$ cat src/rtl/capcmp_pkg.sv
package capcmp_pkg;

  // ---------------------------------------------------------------
  // Register addresses
  // ---------------------------------------------------------------
  localparam logic [7:0] module_mode_control_addr = 8'hda;
  localparam logic [7:0] compare_value_low_addr   = 8'he9;
  localparam logic [7:0] compare_value_high_addr  = 8'hea;
  localparam logic [7:0] counter_control_reg_addr = 8'hd8;

  // ---------------------------------------------------------------
  // Mode register fields
  // ---------------------------------------------------------------
  localparam int wide_pulse_width_select_bit = 7;
  localparam int compare_enable_bit          = 6;
  localparam int rise_capture_enable_bit     = 5;
  localparam int fall_capture_enable_bit     = 4;
  localparam int equal_flag_enable_bit       = 3;
  localparam int invert_on_equal_enable_bit  = 2;
  localparam int pulse_width_enable_bit      = 1;
  localparam int flag_irq_enable_bit         = 0;

  // Event flag position in the counter control register
  localparam int module0_event_flag_bit = 0;

  // ---------------------------------------------------------------
  // Reset values
  // ---------------------------------------------------------------
  localparam logic [7:0]  mode_reset    = 8'h00;
  localparam logic [15:0] compare_reset = 16'h0000;
  localparam logic        pin_reset     = 1'h1;

endpackage : capcmp_pkg

$ cat src/rtl/counter_array_capture_compare_module.sv
// Summary of operation
// Software timer: counter equals compare sets flag
// Flag set and enabled raises interrupt
// Flag stays set; software clears it
// Compare plus match enable gives timer mode
// Low compare byte write clears compare enable
// High compare byte write sets compare enable
// Software writes low byte before high
// Wide select picks 8-bit or 16-bit pulse
// Bit 6 enables equality comparator
// Bit 5 enables rising edge capture
// Bit 4 enables falling edge capture
// Bit 3: equality sets event flag
// Bit 2: equality inverts output pin
// Bits 2 and 1: frequency output mode
// Bit 1 drives pulse width output
// Bit 0 enables the flag interrupt
// Capture edge copies counter, sets flag
// Equality checked once per counter increment
`timescale 1ns/1ps

module counter_array_capture_compare_module (
  // Clock and reset
  input  wire logic        clk,
  input  wire logic        sys_rst,
  // Special-function register port
  input  wire logic [7:0]  sfr_addr,
  input  wire logic [7:0]  sfr_wdata,
  input  wire logic        sfr_wr,
  input  wire logic        sfr_rd,
  output logic      [7:0]  sfr_rdata,
  // Shared counter
  input  wire logic [15:0] counter_value,
  input  wire logic        counter_tick,
  // Module pin
  input  wire logic        module_pin_in,
  output logic             module_output_pin,
  output logic             module_output_pin_oe,
  // Status
  output logic             module0_event_flag,
  output logic             irq
);

  logic [7:0]  mode_q;
  logic [15:0] cmp_q;
  logic        flag_q;
  logic        pin_q;
  logic        rise_pulse;
  logic        fall_pulse;
  logic        wr_low;
  logic        wr_high;
  logic        wr_mode;
  logic        wr_ctl;
  logic        equal_hit;
  logic        low_hit;
  logic        capture_hit;
  logic        freq_mode;
  logic        pwm_mode;
  logic        pwm_level;

  function automatic logic sel(input logic [7:0] a, input logic [7:0] want);
    sel = (a == want);
  endfunction : sel

  // ---------------------------------------------------------------
  // Decode
  // ---------------------------------------------------------------
  assign wr_low  = sfr_wr & sel(sfr_addr, capcmp_pkg::compare_value_low_addr);
  assign wr_high = sfr_wr & sel(sfr_addr, capcmp_pkg::compare_value_high_addr);
  assign wr_mode = sfr_wr & sel(sfr_addr, capcmp_pkg::module_mode_control_addr);
  assign wr_ctl  = sfr_wr & sel(sfr_addr, capcmp_pkg::counter_control_reg_addr);

  pin_edge_detect u_edge (
    .clk        (clk),
    .sys_rst    (sys_rst),
    .pin_in     (module_pin_in),
    .rise_pulse (rise_pulse),
    .fall_pulse (fall_pulse)
  );

  // ---------------------------------------------------------------
  // Match and capture events
  // ---------------------------------------------------------------
  // Sampled only on the tick so a held equality counts once
  assign equal_hit = counter_tick & mode_q[capcmp_pkg::compare_enable_bit]
                   & (counter_value == cmp_q);
  assign low_hit   = counter_tick & mode_q[capcmp_pkg::compare_enable_bit]
                   & (counter_value[7:0] == cmp_q[7:0]);
  assign capture_hit = (rise_pulse & mode_q[capcmp_pkg::rise_capture_enable_bit])
                     | (fall_pulse & mode_q[capcmp_pkg::fall_capture_enable_bit]);
  assign pwm_mode  = mode_q[capcmp_pkg::pulse_width_enable_bit];
  assign freq_mode = pwm_mode & mode_q[capcmp_pkg::invert_on_equal_enable_bit];

  // ---------------------------------------------------------------
  // Mode register
  // ---------------------------------------------------------------
  // Byte writes to the compare value gate the comparator so a half
  // loaded value cannot match; software must write low then high
  always_ff @(posedge clk or posedge sys_rst) begin
    if (sys_rst) begin
      mode_q <= capcmp_pkg::mode_reset;
    end else if (wr_mode) begin
      mode_q <= sfr_wdata;
    end else if (wr_low) begin
      mode_q[capcmp_pkg::compare_enable_bit] <= 1'h0;
    end else if (wr_high) begin
      mode_q[capcmp_pkg::compare_enable_bit] <= 1'h1;
    end
  end

  // ---------------------------------------------------------------
  // Compare / capture value
  // ---------------------------------------------------------------
  always_ff @(posedge clk or posedge sys_rst) begin
    if (sys_rst) begin
      cmp_q <= capcmp_pkg::compare_reset;
    end else if (capture_hit) begin
      cmp_q <= counter_value;
    end else if (wr_low) begin
      cmp_q[7:0] <= sfr_wdata;
    end else if (wr_high) begin
      cmp_q[15:8] <= sfr_wdata;
    end else if (freq_mode && low_hit) begin
      cmp_q[7:0] <= cmp_q[7:0] + cmp_q[15:8];
    end
  end

  // ---------------------------------------------------------------
  // Event flag: hardware set wins over software clear
  // ---------------------------------------------------------------
  always_ff @(posedge clk or posedge sys_rst) begin
    if (sys_rst) begin
      flag_q <= 1'h0;
    end else if ((equal_hit && mode_q[capcmp_pkg::equal_flag_enable_bit]) || capture_hit) begin
      flag_q <= 1'h1;
    end else if (wr_ctl) begin
      flag_q <= sfr_wdata[capcmp_pkg::module0_event_flag_bit];
    end
  end

  assign module0_event_flag = flag_q;
  assign irq = flag_q & mode_q[capcmp_pkg::flag_irq_enable_bit];

  // ---------------------------------------------------------------
  // Output pin
  // ---------------------------------------------------------------
  // Pulse level: high until the counter reaches the compare value
  assign pwm_level = mode_q[capcmp_pkg::wide_pulse_width_select_bit]
                   ? (counter_value < cmp_q)
                   : (counter_value[7:0] < cmp_q[7:0]);

  always_ff @(posedge clk or posedge sys_rst) begin
    if (sys_rst) begin
      pin_q <= capcmp_pkg::pin_reset;
    end else if (freq_mode) begin
      if (low_hit) begin
        pin_q <= ~pin_q;
      end
    end else if (pwm_mode) begin
      pin_q <= pwm_level;
    end else if (equal_hit && mode_q[capcmp_pkg::invert_on_equal_enable_bit]) begin
      pin_q <= ~pin_q;
    end
  end

  assign module_output_pin    = pin_q;
  assign module_output_pin_oe = pwm_mode | mode_q[capcmp_pkg::invert_on_equal_enable_bit];

  // ---------------------------------------------------------------
  // Read data, registered one cycle after the read strobe
  // ---------------------------------------------------------------
  always_ff @(posedge clk or posedge sys_rst) begin
    if (sys_rst) begin
      sfr_rdata <= 8'h00;
    end else if (sfr_rd) begin
      case (sfr_addr)
        capcmp_pkg::module_mode_control_addr: sfr_rdata <= mode_q;
        capcmp_pkg::compare_value_low_addr:   sfr_rdata <= cmp_q[7:0];
        capcmp_pkg::compare_value_high_addr:  sfr_rdata <= cmp_q[15:8];
        capcmp_pkg::counter_control_reg_addr: sfr_rdata <= {7'h00, flag_q};
        default:                              sfr_rdata <= 8'h00;
      endcase
    end
  end
endmodule : counter_array_capture_compare_module

$ cat src/rtl/pin_edge_detect.sv
`timescale 1ns/1ps

module pin_edge_detect (
  // Clock and reset
  input  wire logic clk,
  input  wire logic sys_rst,
  // Asynchronous pin level
  input  wire logic pin_in,
  // Edge pulses, one cycle each
  output logic      rise_pulse,
  output logic      fall_pulse
);

  logic meta_q;
  logic sync_q;
  logic last_q;

  // ---------------------------------------------------------------
  // Two-stage synchroniser; only sync_q reads meta_q
  // ---------------------------------------------------------------
  always_ff @(posedge clk or posedge sys_rst) begin
    if (sys_rst) begin
      meta_q <= 1'h0;
      sync_q <= 1'h0;
      last_q <= 1'h0;
    end else begin
      meta_q <= pin_in;
      sync_q <= meta_q;
      last_q <= sync_q;
    end
  end

  assign rise_pulse = sync_q & ~last_q;
  assign fall_pulse = ~sync_q & last_q;

endmodule : pin_edge_detect

$ cat config.mk
export PLATFORM = sky130hd
export DESIGN_NAME = counter_array_capture_compare_module
export DESIGN_NICKNAME = d
export VERILOG_FILES = /design/src/rtl/capcmp_pkg.sv /design/src/rtl/counter_array_capture_compare_module.sv /design/src/rtl/pin_edge_detect.sv
export SDC_FILE = /design/constraint.sdc
export NUM_CORES = 1
export LEC_CHECK = 0
export BUFFER_PORTS_ARGS = -buffer_cell sky130_fd_sc_hd__buf_4
export CORE_MARGIN = 5
export CORE_UTILIZATION = 36
export DETAILED_ROUTE_END_ITERATION = 8
export PLACE_DENSITY_LB_ADDON = 0.05
export RECOVER_POWER = 100
export SLEW_MARGIN = 20
export SYNTH_ARGS = -nofsm -noshare
export SYNTH_HDL_FRONTEND = slang
export SYNTH_SLANG_ARGS = --single-unit
export TNS_END_PERCENT = 30
$ cat constraint.sdc
create_clock -name clk -period 5.15 [get_ports clk]
set_input_delay 0.2575 -clock clk [delete_from_list [all_inputs] [get_ports clk]]
set_output_delay 0.2575 -clock clk [all_outputs]
set_load 0.05 [all_outputs]
==> results.md, run 1 <==
* Outcome: complete, but fails checks
* Violated checks: capacitance limit, slew limit
* CP arrival at 2.73 ns
* CTS resizes at 0
* Hold Crit Class: in -> reg
* Distinct cells, synth at 49
* Clock network power share at 0.277
* Synthesized area at 2580 sq um
* Sequential-to-total area share from yosys stat at 0.360
* TritonCTS clock tree: done
* Detailed-route DRC error count at 0
* Met3 Usage GRT at 0.0311
* Ys async rst share at 1.00
* CTS Root Cell: clkbuf_8
* First-pass GRT wire length at 11300 um
* Crit end category: flop
* Clk slew on worst S/H paths at 0.08 ns
* Io pins at 50
* Internal power at 0.723 mW
* Combined area of the multi-input logic cells at 1460 sq um
* Setup CP Type: reg -> reg
* Most frequent cells after synthesis: 36 x dfrtp_1, 29 x inv_1, 23 x ha_1, 21 x o21ai_0, 20 x nand2_1
* Post-synth EDFFs at 0
* Top delay family on crit path: simple AND/OR/NAND/NOR gates
* Post-CTS setup buffers at 0
* Worst Max-Slew Pin Slew at 2.13 ns
* DR vias/cell at 5.27
* Largest net degree at the start of global routing at 38
* Htree depth at 2
* Yosys reg bits at 37
* Initial antenna violation count at 0
* Vias at 2173
* Crit start category: flop
* Ys flop type: dfrtp_1
* Max Clock Skew at 0.00702 ns
* Rel. slew slack at -0.417
* WL final at 7070 um
* Fin crit share at 0.495
* Routability cong. at 0.834
* Initial Utilization at 0.375
* Core Region at 6870 sq um
* Layout Cells excl Fill at 412
* CP bufs+invs at 1
* Reg power frac at 0.368
* Worst-path cell chain: inv_1 > ha_1 > nand4_1 > nor3_1 > nand4_4 > nor3b_1 > xnor2_1 > a221o_1
* Pleak at 1.45 nW
* Worst skew pair latency at 0.29 ns
* Highest achievable clock rate at 0.393 GHz
* Synth area leader: dfrtp_1
* GRT overflow at 0
* Placement Rows at 30
* Most frequent cell after synthesis: dfrtp_1
* DR iter-0 viols at 124
* DIE WIDTH at 94.6 um
* Switch share at 0.356
* Final Power at 1.12 mW
* Slew Viols, Final at 38
* Slowest stage cell, crit path: nor3_1
* Layout area overhead at 19.6%
* GRT Util Overall at 0.165
* Synth Area per Inst at 9.73 sq um
* Clock buffer count from CTS at 5
* Worst VDD drop at 196 uV
* DP Wirelength at 5530 um
* Hold Vio Cnt, Final at 0
* Yosys warnings at 0
* Drt first pass iters at 6
* Logic pwr share at 0.355
* Setup TNS at 0 ns
* Min Clock Period, post-route at 2.55 ns
* Area contributors post-synth: dfrtp_1 35%, ha_1 11%, mux2i_1 5.8%
* Maximum fanout along the worst path at 5
* Register area at 927 sq um
* Met2 usage in global routing at 0.281
* # setup viols final at 0
* Longest Clk Path Bufs at 2
* Nets at 377
* Psw at 0.399 mW
* Antenna viol nets, final at 0
* Sink Count at 37
* Max Cap Viol at 1
* PwrDens at 364 nW/um^2
* DIE AREA at 8950 sq um
* Die Span Y at 94.6 um
* # fillers at 726
* Met1 GRT Util at 0.216
* Max incr delay on CP at 0.64 ns
* Top-area cell type share of the netlist area at 0.350
* RSZ-0062 raised after global routing: false
* Diodes inserted at 0
* Syn Inst Count at 265
* Share of layout cells above drive strength 1 at 0.199
* PortBufs at 49
* WL/cell at 17.2 um
* Top Usage Layer GRT: met2
* Hold_buf cts at 0
* Required time of the critical path at 5.33 ns
* Syn Nets at 327
* Vias in the first global route at 2159
* Placed insts at 404
[per-stage QoR]
stage               utilization  setup slack [ns]  cell area [sq um]  hold slack [ns]
global placement          0.441              2.68               3030            0.341
global route              0.449              2.42               3080           0.0869
detailed placement        0.441              2.64               3030            0.336
finish                    0.449              2.60               3080           0.0958
floorplan                     -              3.15               2580            0.289
CTS                       0.461              2.89               3160           0.0667
[cells in the final DEF, fill, tap and decap left out, types with 2 or more instances in the layout]
cell and count:
a211oi_1 3, a21o_1 4, a21oi_1 13, a222oi_1 8
buf_4 35, bufinv_16 2, clkbuf_1 14, clkbuf_4 2
clkbuf_8 5, dfrtp_1 36, ha_1 23, inv_1 29
mux2_2 12, mux2i_1 15, nand2_1 21, nand3_1 3
nand3b_1 2, nand4_1 5, nand4b_1 2, nor2_1 10
nor2b_1 4, nor3_1 6, nor3b_1 2, o21ai_0 21
o21bai_1 3, o22ai_1 8, o31ai_1 3, xnor2_1 4
xor2_1 2
[routing by layer]
| layer | vias up | part of all wire | wire [um] |
|---|---|---|---|
| met5 | - | 0 | 0 |
| met4 | 0 | 0.0054 | 38 |
| met3 | 2 | 0.054 | 382 |
| met2 | 54 | 0.49 | 3470 |
| met1 | 1045 | 0.45 | 3180 |
| li1 | 1072 | - | - |
[final timing paths]
kind | start | to | slack, ns | cells past startpoint
max | cmp_q[1] | cmp_q[7] | 2.60 | 8
min | module_pin_in | u_edge.meta_q | 0.1 | 1
max reg2reg | cmp_q[1] | cmp_q[7] | 2.60 | 8
min reg2reg | u_edge.meta_q | u_edge.sync_q | 0.36 | 0
max in group asynchronous | sys_rst | mode_q[7] | 3.19 | 3
min in group asynchronous | sys_rst | sfr_rdata[2] | 0.74 | 3
[power groups by stage]
stage / logic (mW) / registers (mW) / clock network, mW
5_1_grt: 0.457 / 0.422 / 0.331
4_1_cts: 0.418 / 0.415 / 0.318
3_3_place_gp: 0.411 / 0.420 / 0
3_5_place_dp: 0.415 / 0.421 / 0
6_report: 0.399 / 0.413 / 0.310
2_1_floorplan: 0.288 / 0.417 / 0
[layout make-up]
class / instances / area share
Timing Repair Buffer: 51 / 0.107
Inverter: 29 / 0.0353
Sequential cell: 37 / 0.301
Multi-Input combinational cell: 191 / 0.473
Clock buffer: 5 / 0.0223
Clock inverter: 3 / 0.0223
Tap cell: 96 / 0.0390
[worst register-to-register path, delay by kind of cell, from the launching register on]
kind / cells / cell delay, ns
xor+xnor: 1 / 0.10
compound gates: 1 / 0.31
buf+inv: 1 / 0.07
fa+ha+maj: 1 / 0.28
simple gates: 4 / 1.21
flops: 1 / 0.46
[flip-flops by register name, summed over array words and instances (netlist names)]
signal / flops
module_output_pin: 1
mode_q: 8
u_edge.meta_q: 1
u_edge.sync_q: 1
u_edge.last_q: 1
module0_event_flag: 1
sfr_rdata: 8
cmp_q: 16
[logic make-up after synthesis]
| group | after synthesis | synth area share |
|---|---|---|
| and+or+nand+nor | 63 | 0.144 |
| xor gates and xnor gates | 6 | 0.0204 |
| adders and majority gates | 24 | 0.119 |
| buffers and inverters | 37 | 0.0646 |
| muxes | 27 | 0.111 |
| AOI/OAI and AO/OA | 71 | 0.181 |
| DFF | 37 | 0.360 |
No activity file was read; power rests on OpenSTA's default activity.
==> run 2: changes to the inputs <==
==> constraint.sdc (replaced) <==
create_clock -name clk -period 2.3 [get_ports clk]
set_input_delay 0.115 -clock clk [delete_from_list [all_inputs] [get_ports clk]]
set_output_delay 0.115 -clock clk [all_outputs]
set_load 0.05 [all_outputs]
==> results.md, run 2 (synthesized netlist as in run 1, its figures left out) <==
* GRT overflow at 0
* FF-to-FF End: cmp_q[1]
* Vias at 2205
* Internal power at 1.43 mW
* Worst VDD drop at 359 uV
* Htree depth at 2
* WL final at 7240 um
* CP arrival at 2.28 ns
* DR vias/cell at 5.23
* Initial Utilization at 0.375
* Reg power frac at 0.391
* Antenna viol nets, final at 0
* Min Clock Period, post-route at 2.11 ns
* Placed insts at 411
* Switch share at 0.389
* DIE WIDTH at 94.6 um
* GRT Util Overall at 0.174
* Drt first pass iters at 5
* Initial antenna violation count at 0
* Pleak at 1.49 nW
* Required time of the critical path at 2.48 ns
* Clock network power share at 0.197
* Vias in the first global route at 2236
* CTS Root Cell: clkbuf_8
* Core Region at 6870 sq um
* Highest achievable clock rate at 0.475 GHz
* Largest net degree at the start of global routing at 38
* Worst skew pair latency at 0.29 ns
* Clock buffer count from CTS at 5
* Detailed-route DRC error count at 0
* Hold path depth at 3
* Most flops, register: cmp_q
* Largest register FFs at 16
* DIE AREA at 8950 sq um
* Outcome: finished clean
* Routability cong. at 0.841
* Fin util at 0.456
* Layout Cells excl Fill at 422
* RSZ-0062 raised after global routing: false
* WL/cell at 17.2 um
* Clk slew on worst S/H paths at 0.08 ns
* Rel. slew slack at 0.329
* # setup viols final at 0
* Most frequent cells in the layout: 41 x buf_4, 35 x dfrtp_1, 29 x inv_1, 23 x ha_1, 22 x o21ai_0
* Crit start category: flop
* Diodes inserted at 0
* PortBufs at 49
* First-pass GRT wire length at 11800 um
* Max Cap Viol at 0
* Sink Count at 37
* R2R Path Start: cmp_q[6]
* Maximum fanout along the worst path at 5
* Setup CP Type: reg -> reg
* Die Span Y at 94.6 um
* Crit end category: flop
* Largest regs: cmp_q (16), mode_q (8), sfr_rdata (8)
* Nets at 387
* DP Wirelength at 5720 um
* Psw at 0.907 mW
* Hold Crit Class: in -> reg
* Max Clock Skew at 0.00422 ns
* Hold WS at 0.0365 ns
* PwrDens at 745 nW/um^2
* Logic pwr share at 0.413
* Slew Viols, Final at 0
* TritonCTS clock tree: done
* DR iter-0 viols at 115
* Flop2flop setup slack at 0.19 ns
* Longest Clk Path Bufs at 2
* Hold Vio Cnt, Final at 0
* Commonest non-fill, non-tap cell in the layout: buf_4
* Placement Rows at 30
* WHS Endpoint: cmp_q[14]
* Fin crit share at 0.916
* Worst Max-Slew Pin Slew at 1.01 ns
* Layout area overhead at 21.5%
* Hold Path Origin: counter_value[14]
* Io pins at 50
* Share of layout cells above drive strength 1 at 0.233
* R2R depth at 7
* Setup TNS at 0 ns
==> run 2: cell count changes in the layout (fill, tap and decap cells not counted), moves of 2 or more <==
cell | previous run | this run
buf_4 | 35 | 41
bufinv_16 | 2 | 0
clkbuf_2 | 0 | 2
clkinv_2 | 0 | 2
dlygate4sd3_1 | 0 | 2
==> run 2: repair_timing <==
| item | CTS | global route |
|---|---|---|
| endpoints found under the setup margin | 0 | 7 |
| resized for setup | 0 | 3 |
| hold buffers | 2 | 0 |
| setup buffers | 0 | 1 |
| endpoints found under the hold margin | 37 | 0 |
==> run 2: metal layers <==
| metal | wire (um) | part of all wire | track usage |
|---|---|---|---|
| met5 | 0 | 0 | 0 |
| met4 | 21 | 0.0029 | 0.0288 |
| met3 | 477 | 0.066 | 0.0359 |
| met2 | 3650 | 0.50 | 0.302 |
| met1 | 3100 | 0.43 | 0.226 |
==> run 2: stage by stage <==
step / total power [mW] / setup WS (ns) / instance area [sq um]
after global routing: 2.53 / 0.0367 / 3130
after detailed placement: 1.91 / 0.120 / 3080
final: 2.33 / 0.193 / 3130
after global placement: 1.90 / 0.153 / 3080
after CTS: 2.38 / 0.107 / 3190
after floorplan: 1.58 / 0.300 / 2580
==> run 2: final cells by class <==
cell class | instances | area, sq um
Timing Repair Buffer | 61 | 409
Tap cell | 96 | 120
Sequential cell | 37 | 928
Clock buffer | 5 | 68.8
Fill cell | 725 | 3740
Inverter | 29 | 109
Multi-Input combinational cell | 191 | 1480
Clock inverter | 3 | 17.5
==> run 2: worst max-delay path, cell delays in order (launching register included) <==
cell and delay (ns):
dfrtp_1 0.40, inv_1 0.06, ha_1 0.28, nand4_1 0.18
nor3_4 0.26, nand4_4 0.16, and2_0 0.33, mux2_2 0.32
==> run 2: worst max path at each step <==
stage / slack, ns / depth (start not counted) / from / endpoint
floorplan: 0.30 / 8 / cmp_q[0] / cmp_q[6]
finish: 0.19 / 7 / cmp_q[6] / cmp_q[1]
detailed placement: 0.12 / 8 / cmp_q[1] / cmp_q[7]
global route: 0.04 / 7 / cmp_q[2] / cmp_q[7]
CTS: 0.11 / 8 / cmp_q[1] / cmp_q[7]
global placement: 0.15 / 8 / cmp_q[1] / cmp_q[7]
==> run 2: power by group through the flow <==
stage / Clock (mW) / Sequential, mW / Combinational [mW]
2_1_floorplan: 0 / 0.934 / 0.644
3_3_place_gp: 0 / 0.923 / 0.975
3_5_place_dp: 0 / 0.928 / 0.978
4_1_cts: 0.480 / 0.915 / 0.987
5_1_grt: 0.507 / 0.932 / 1.09
6_report: 0.458 / 0.911 / 0.963
==> run 3: changes to the inputs <==
--- a/config.mk
+++ b/config.mk
@@ -11,6 +11,7 @@
 export DETAILED_ROUTE_END_ITERATION = 8
 export PLACE_DENSITY_LB_ADDON = 0.05
 export RECOVER_POWER = 100
+export REMOVE_ABC_BUFFERS = 1
 export SLEW_MARGIN = 20
 export SYNTH_ARGS = -nofsm -noshare
 export SYNTH_HDL_FRONTEND = slang
==> results.md, run 3 (synthesized netlist as in run 1, its figures left out) <==
* WHS Endpoint: cmp_q[15]
* Hold Vio Cnt, Final at 0
* PwrDens at 744 nW/um^2
* Diodes inserted at 0
* WL final at 7130 um
* Htree depth at 2
* Clock buffer count from CTS at 5
* DP Wirelength at 5450 um
* Rel. slew slack at 0.364
* Vias in the first global route at 2149
* R2R Path Start: cmp_q[1]
* DR iter-0 viols at 143
* FF-to-FF End: cmp_q[1]
* Hold path depth at 3
* RSZ-0062 raised after global routing: false
* Min Clock Period, post-route at 2.13 ns
* Largest net degree at the start of global routing at 38
* Routability cong. at 0.813
* Share of layout cells above drive strength 1 at 0.218
* Flop2flop setup slack at 0.17 ns
* Io pins at 50
* Worst skew pair latency at 0.29 ns
* Initial Utilization at 0.375
* CP bufs+invs at 1
* Worst Max-Slew Pin Slew at 0.954 ns
* Detailed-route DRC error count at 0
* Worst-path cell chain: inv_1 > ha_1 > nand4_1 > nor3_4 > nand4_4 > and2_1 > mux2_2
* Vias at 2194
* Pleak at 1.48 nW
* GRT Util Overall at 0.171
* Required time of the critical path at 2.47 ns
* DR vias/cell at 5.21
* Sink Count at 37
* Die Span Y at 94.6 um
* CP arrival at 2.31 ns
* Hold Path Origin: counter_value[15]
* Outcome: finished clean
* CTS Root Cell: clkbuf_8
* Setup TNS at 0 ns
* Highest achievable clock rate at 0.469 GHz
* Crit end category: flop
* Top delay family on crit path: simple AND/OR/NAND/NOR gates
* GRT overflow at 0
* First-pass GRT wire length at 11600 um
* # setup viols final at 0
* DIE AREA at 8950 sq um
* Layout area overhead at 20.8%
* Max incr delay on CP at 0.45 ns
* PortBufs at 49
* Nets at 386
* Drt first pass iters at 5
* Placement Rows at 30
* Initial antenna violation count at 0
* Max Clock Skew at 0.0101 ns
* Most flops, register: cmp_q
* Setup CP Type: reg -> reg
* Fin crit share at 0.926
* Clk slew on worst S/H paths at 0.08 ns
* TritonCTS clock tree: done
* Antenna viol nets, final at 0
* Max Cap Viol at 0
* Slowest stage cell, crit path: dfrtp_1
* Post-CTS setup buffers at 0
* R2R depth at 7
* Hold Crit Class: in -> reg
* Longest Clk Path Bufs at 2
* Worst VDD drop at 381 uV
* Largest regs: cmp_q (16), mode_q (8), sfr_rdata (8)
* Post-Place Worst Slack at 0.146 ns
* Maximum fanout along the worst path at 5
* Largest register FFs at 16
* Most frequent cells in the layout: 41 x buf_4, 36 x dfrtp_1, 29 x inv_1, 23 x ha_1, 22 x o21ai_0
* Final worst setup slack at 0.169 ns
* Slew Viols, Final at 0
* Crit start category: flop
* WL/cell at 16.9 um
* Commonest non-fill, non-tap cell in the layout: buf_4
* DIE WIDTH at 94.6 um
* Core Region at 6870 sq um
[run 3: per-stage QoR]
step / hold WS [ns] / cells / util / cell area [sq um] / power, mW
floorplan: 0.146 / 257 / - / 2520 / 1.57
global placement: 0.226 / 411 / 0.448 / 3080 / 1.89
detailed placement: 0.227 / 411 / 0.448 / 3080 / 1.88
CTS: 0.0252 / 421 / 0.463 / 3180 / 2.35
global route: 0.0416 / 421 / 0.453 / 3110 / 2.51
finish: 0.0285 / 421 / 0.453 / 3110 / 2.32
[run 3: final cells by class]
class / instances / area, sq um
fill: 727 / 3760
multi-input combinational: 191 / 1470
sequential: 37 / 927
timing repair buffer: 60 / 400
tap: 96 / 120
inverter: 29 / 109
clock buffer: 6 / 72.6
clock inverter: 2 / 10.0
[run 3: routing by layer]
layer / vias to the layer above / global-route usage / share of wire
met1: 1024 / 0.252 / 0.49
li1: 1089 / - / -
met4: 0 / 0.0493 / 0.019
met5: - / 0 / 0
met2: 70 / 0.252 / 0.43
met3: 11 / 0.0327 / 0.063
[run 3: worst min-delay path: stages]
cell and delay (ns):
buf_4 0.08, nand2_1 0.04, o21ai_0 0.05
[run 3: power by group]
part           internal [mW]  switching [mW]
sequential             0.773           0.129
clock                  0.211           0.247
combinational          0.440           0.517
total                   1.42           0.893
[run 3: how the worst max path moves through the flow]
stage / cells past startpoint / end / start
2_1_floorplan: 4 / cmp_q[0] / u_edge.sync_q
3_3_place_gp: 8 / cmp_q[6] / cmp_q[0]
3_5_place_dp: 8 / cmp_q[6] / cmp_q[0]
4_1_cts: 8 / cmp_q[6] / cmp_q[0]
5_1_grt: 8 / cmp_q[7] / cmp_q[1]
6_report: 7 / cmp_q[1] / cmp_q[1]
[run 3: timing repair]
action / CTS / global route
resized for setup: 0 / 1
endpoints found under the setup margin: 0 / 2
hold buffers: 2 / 0
endpoints found under the hold margin: 37 / 0
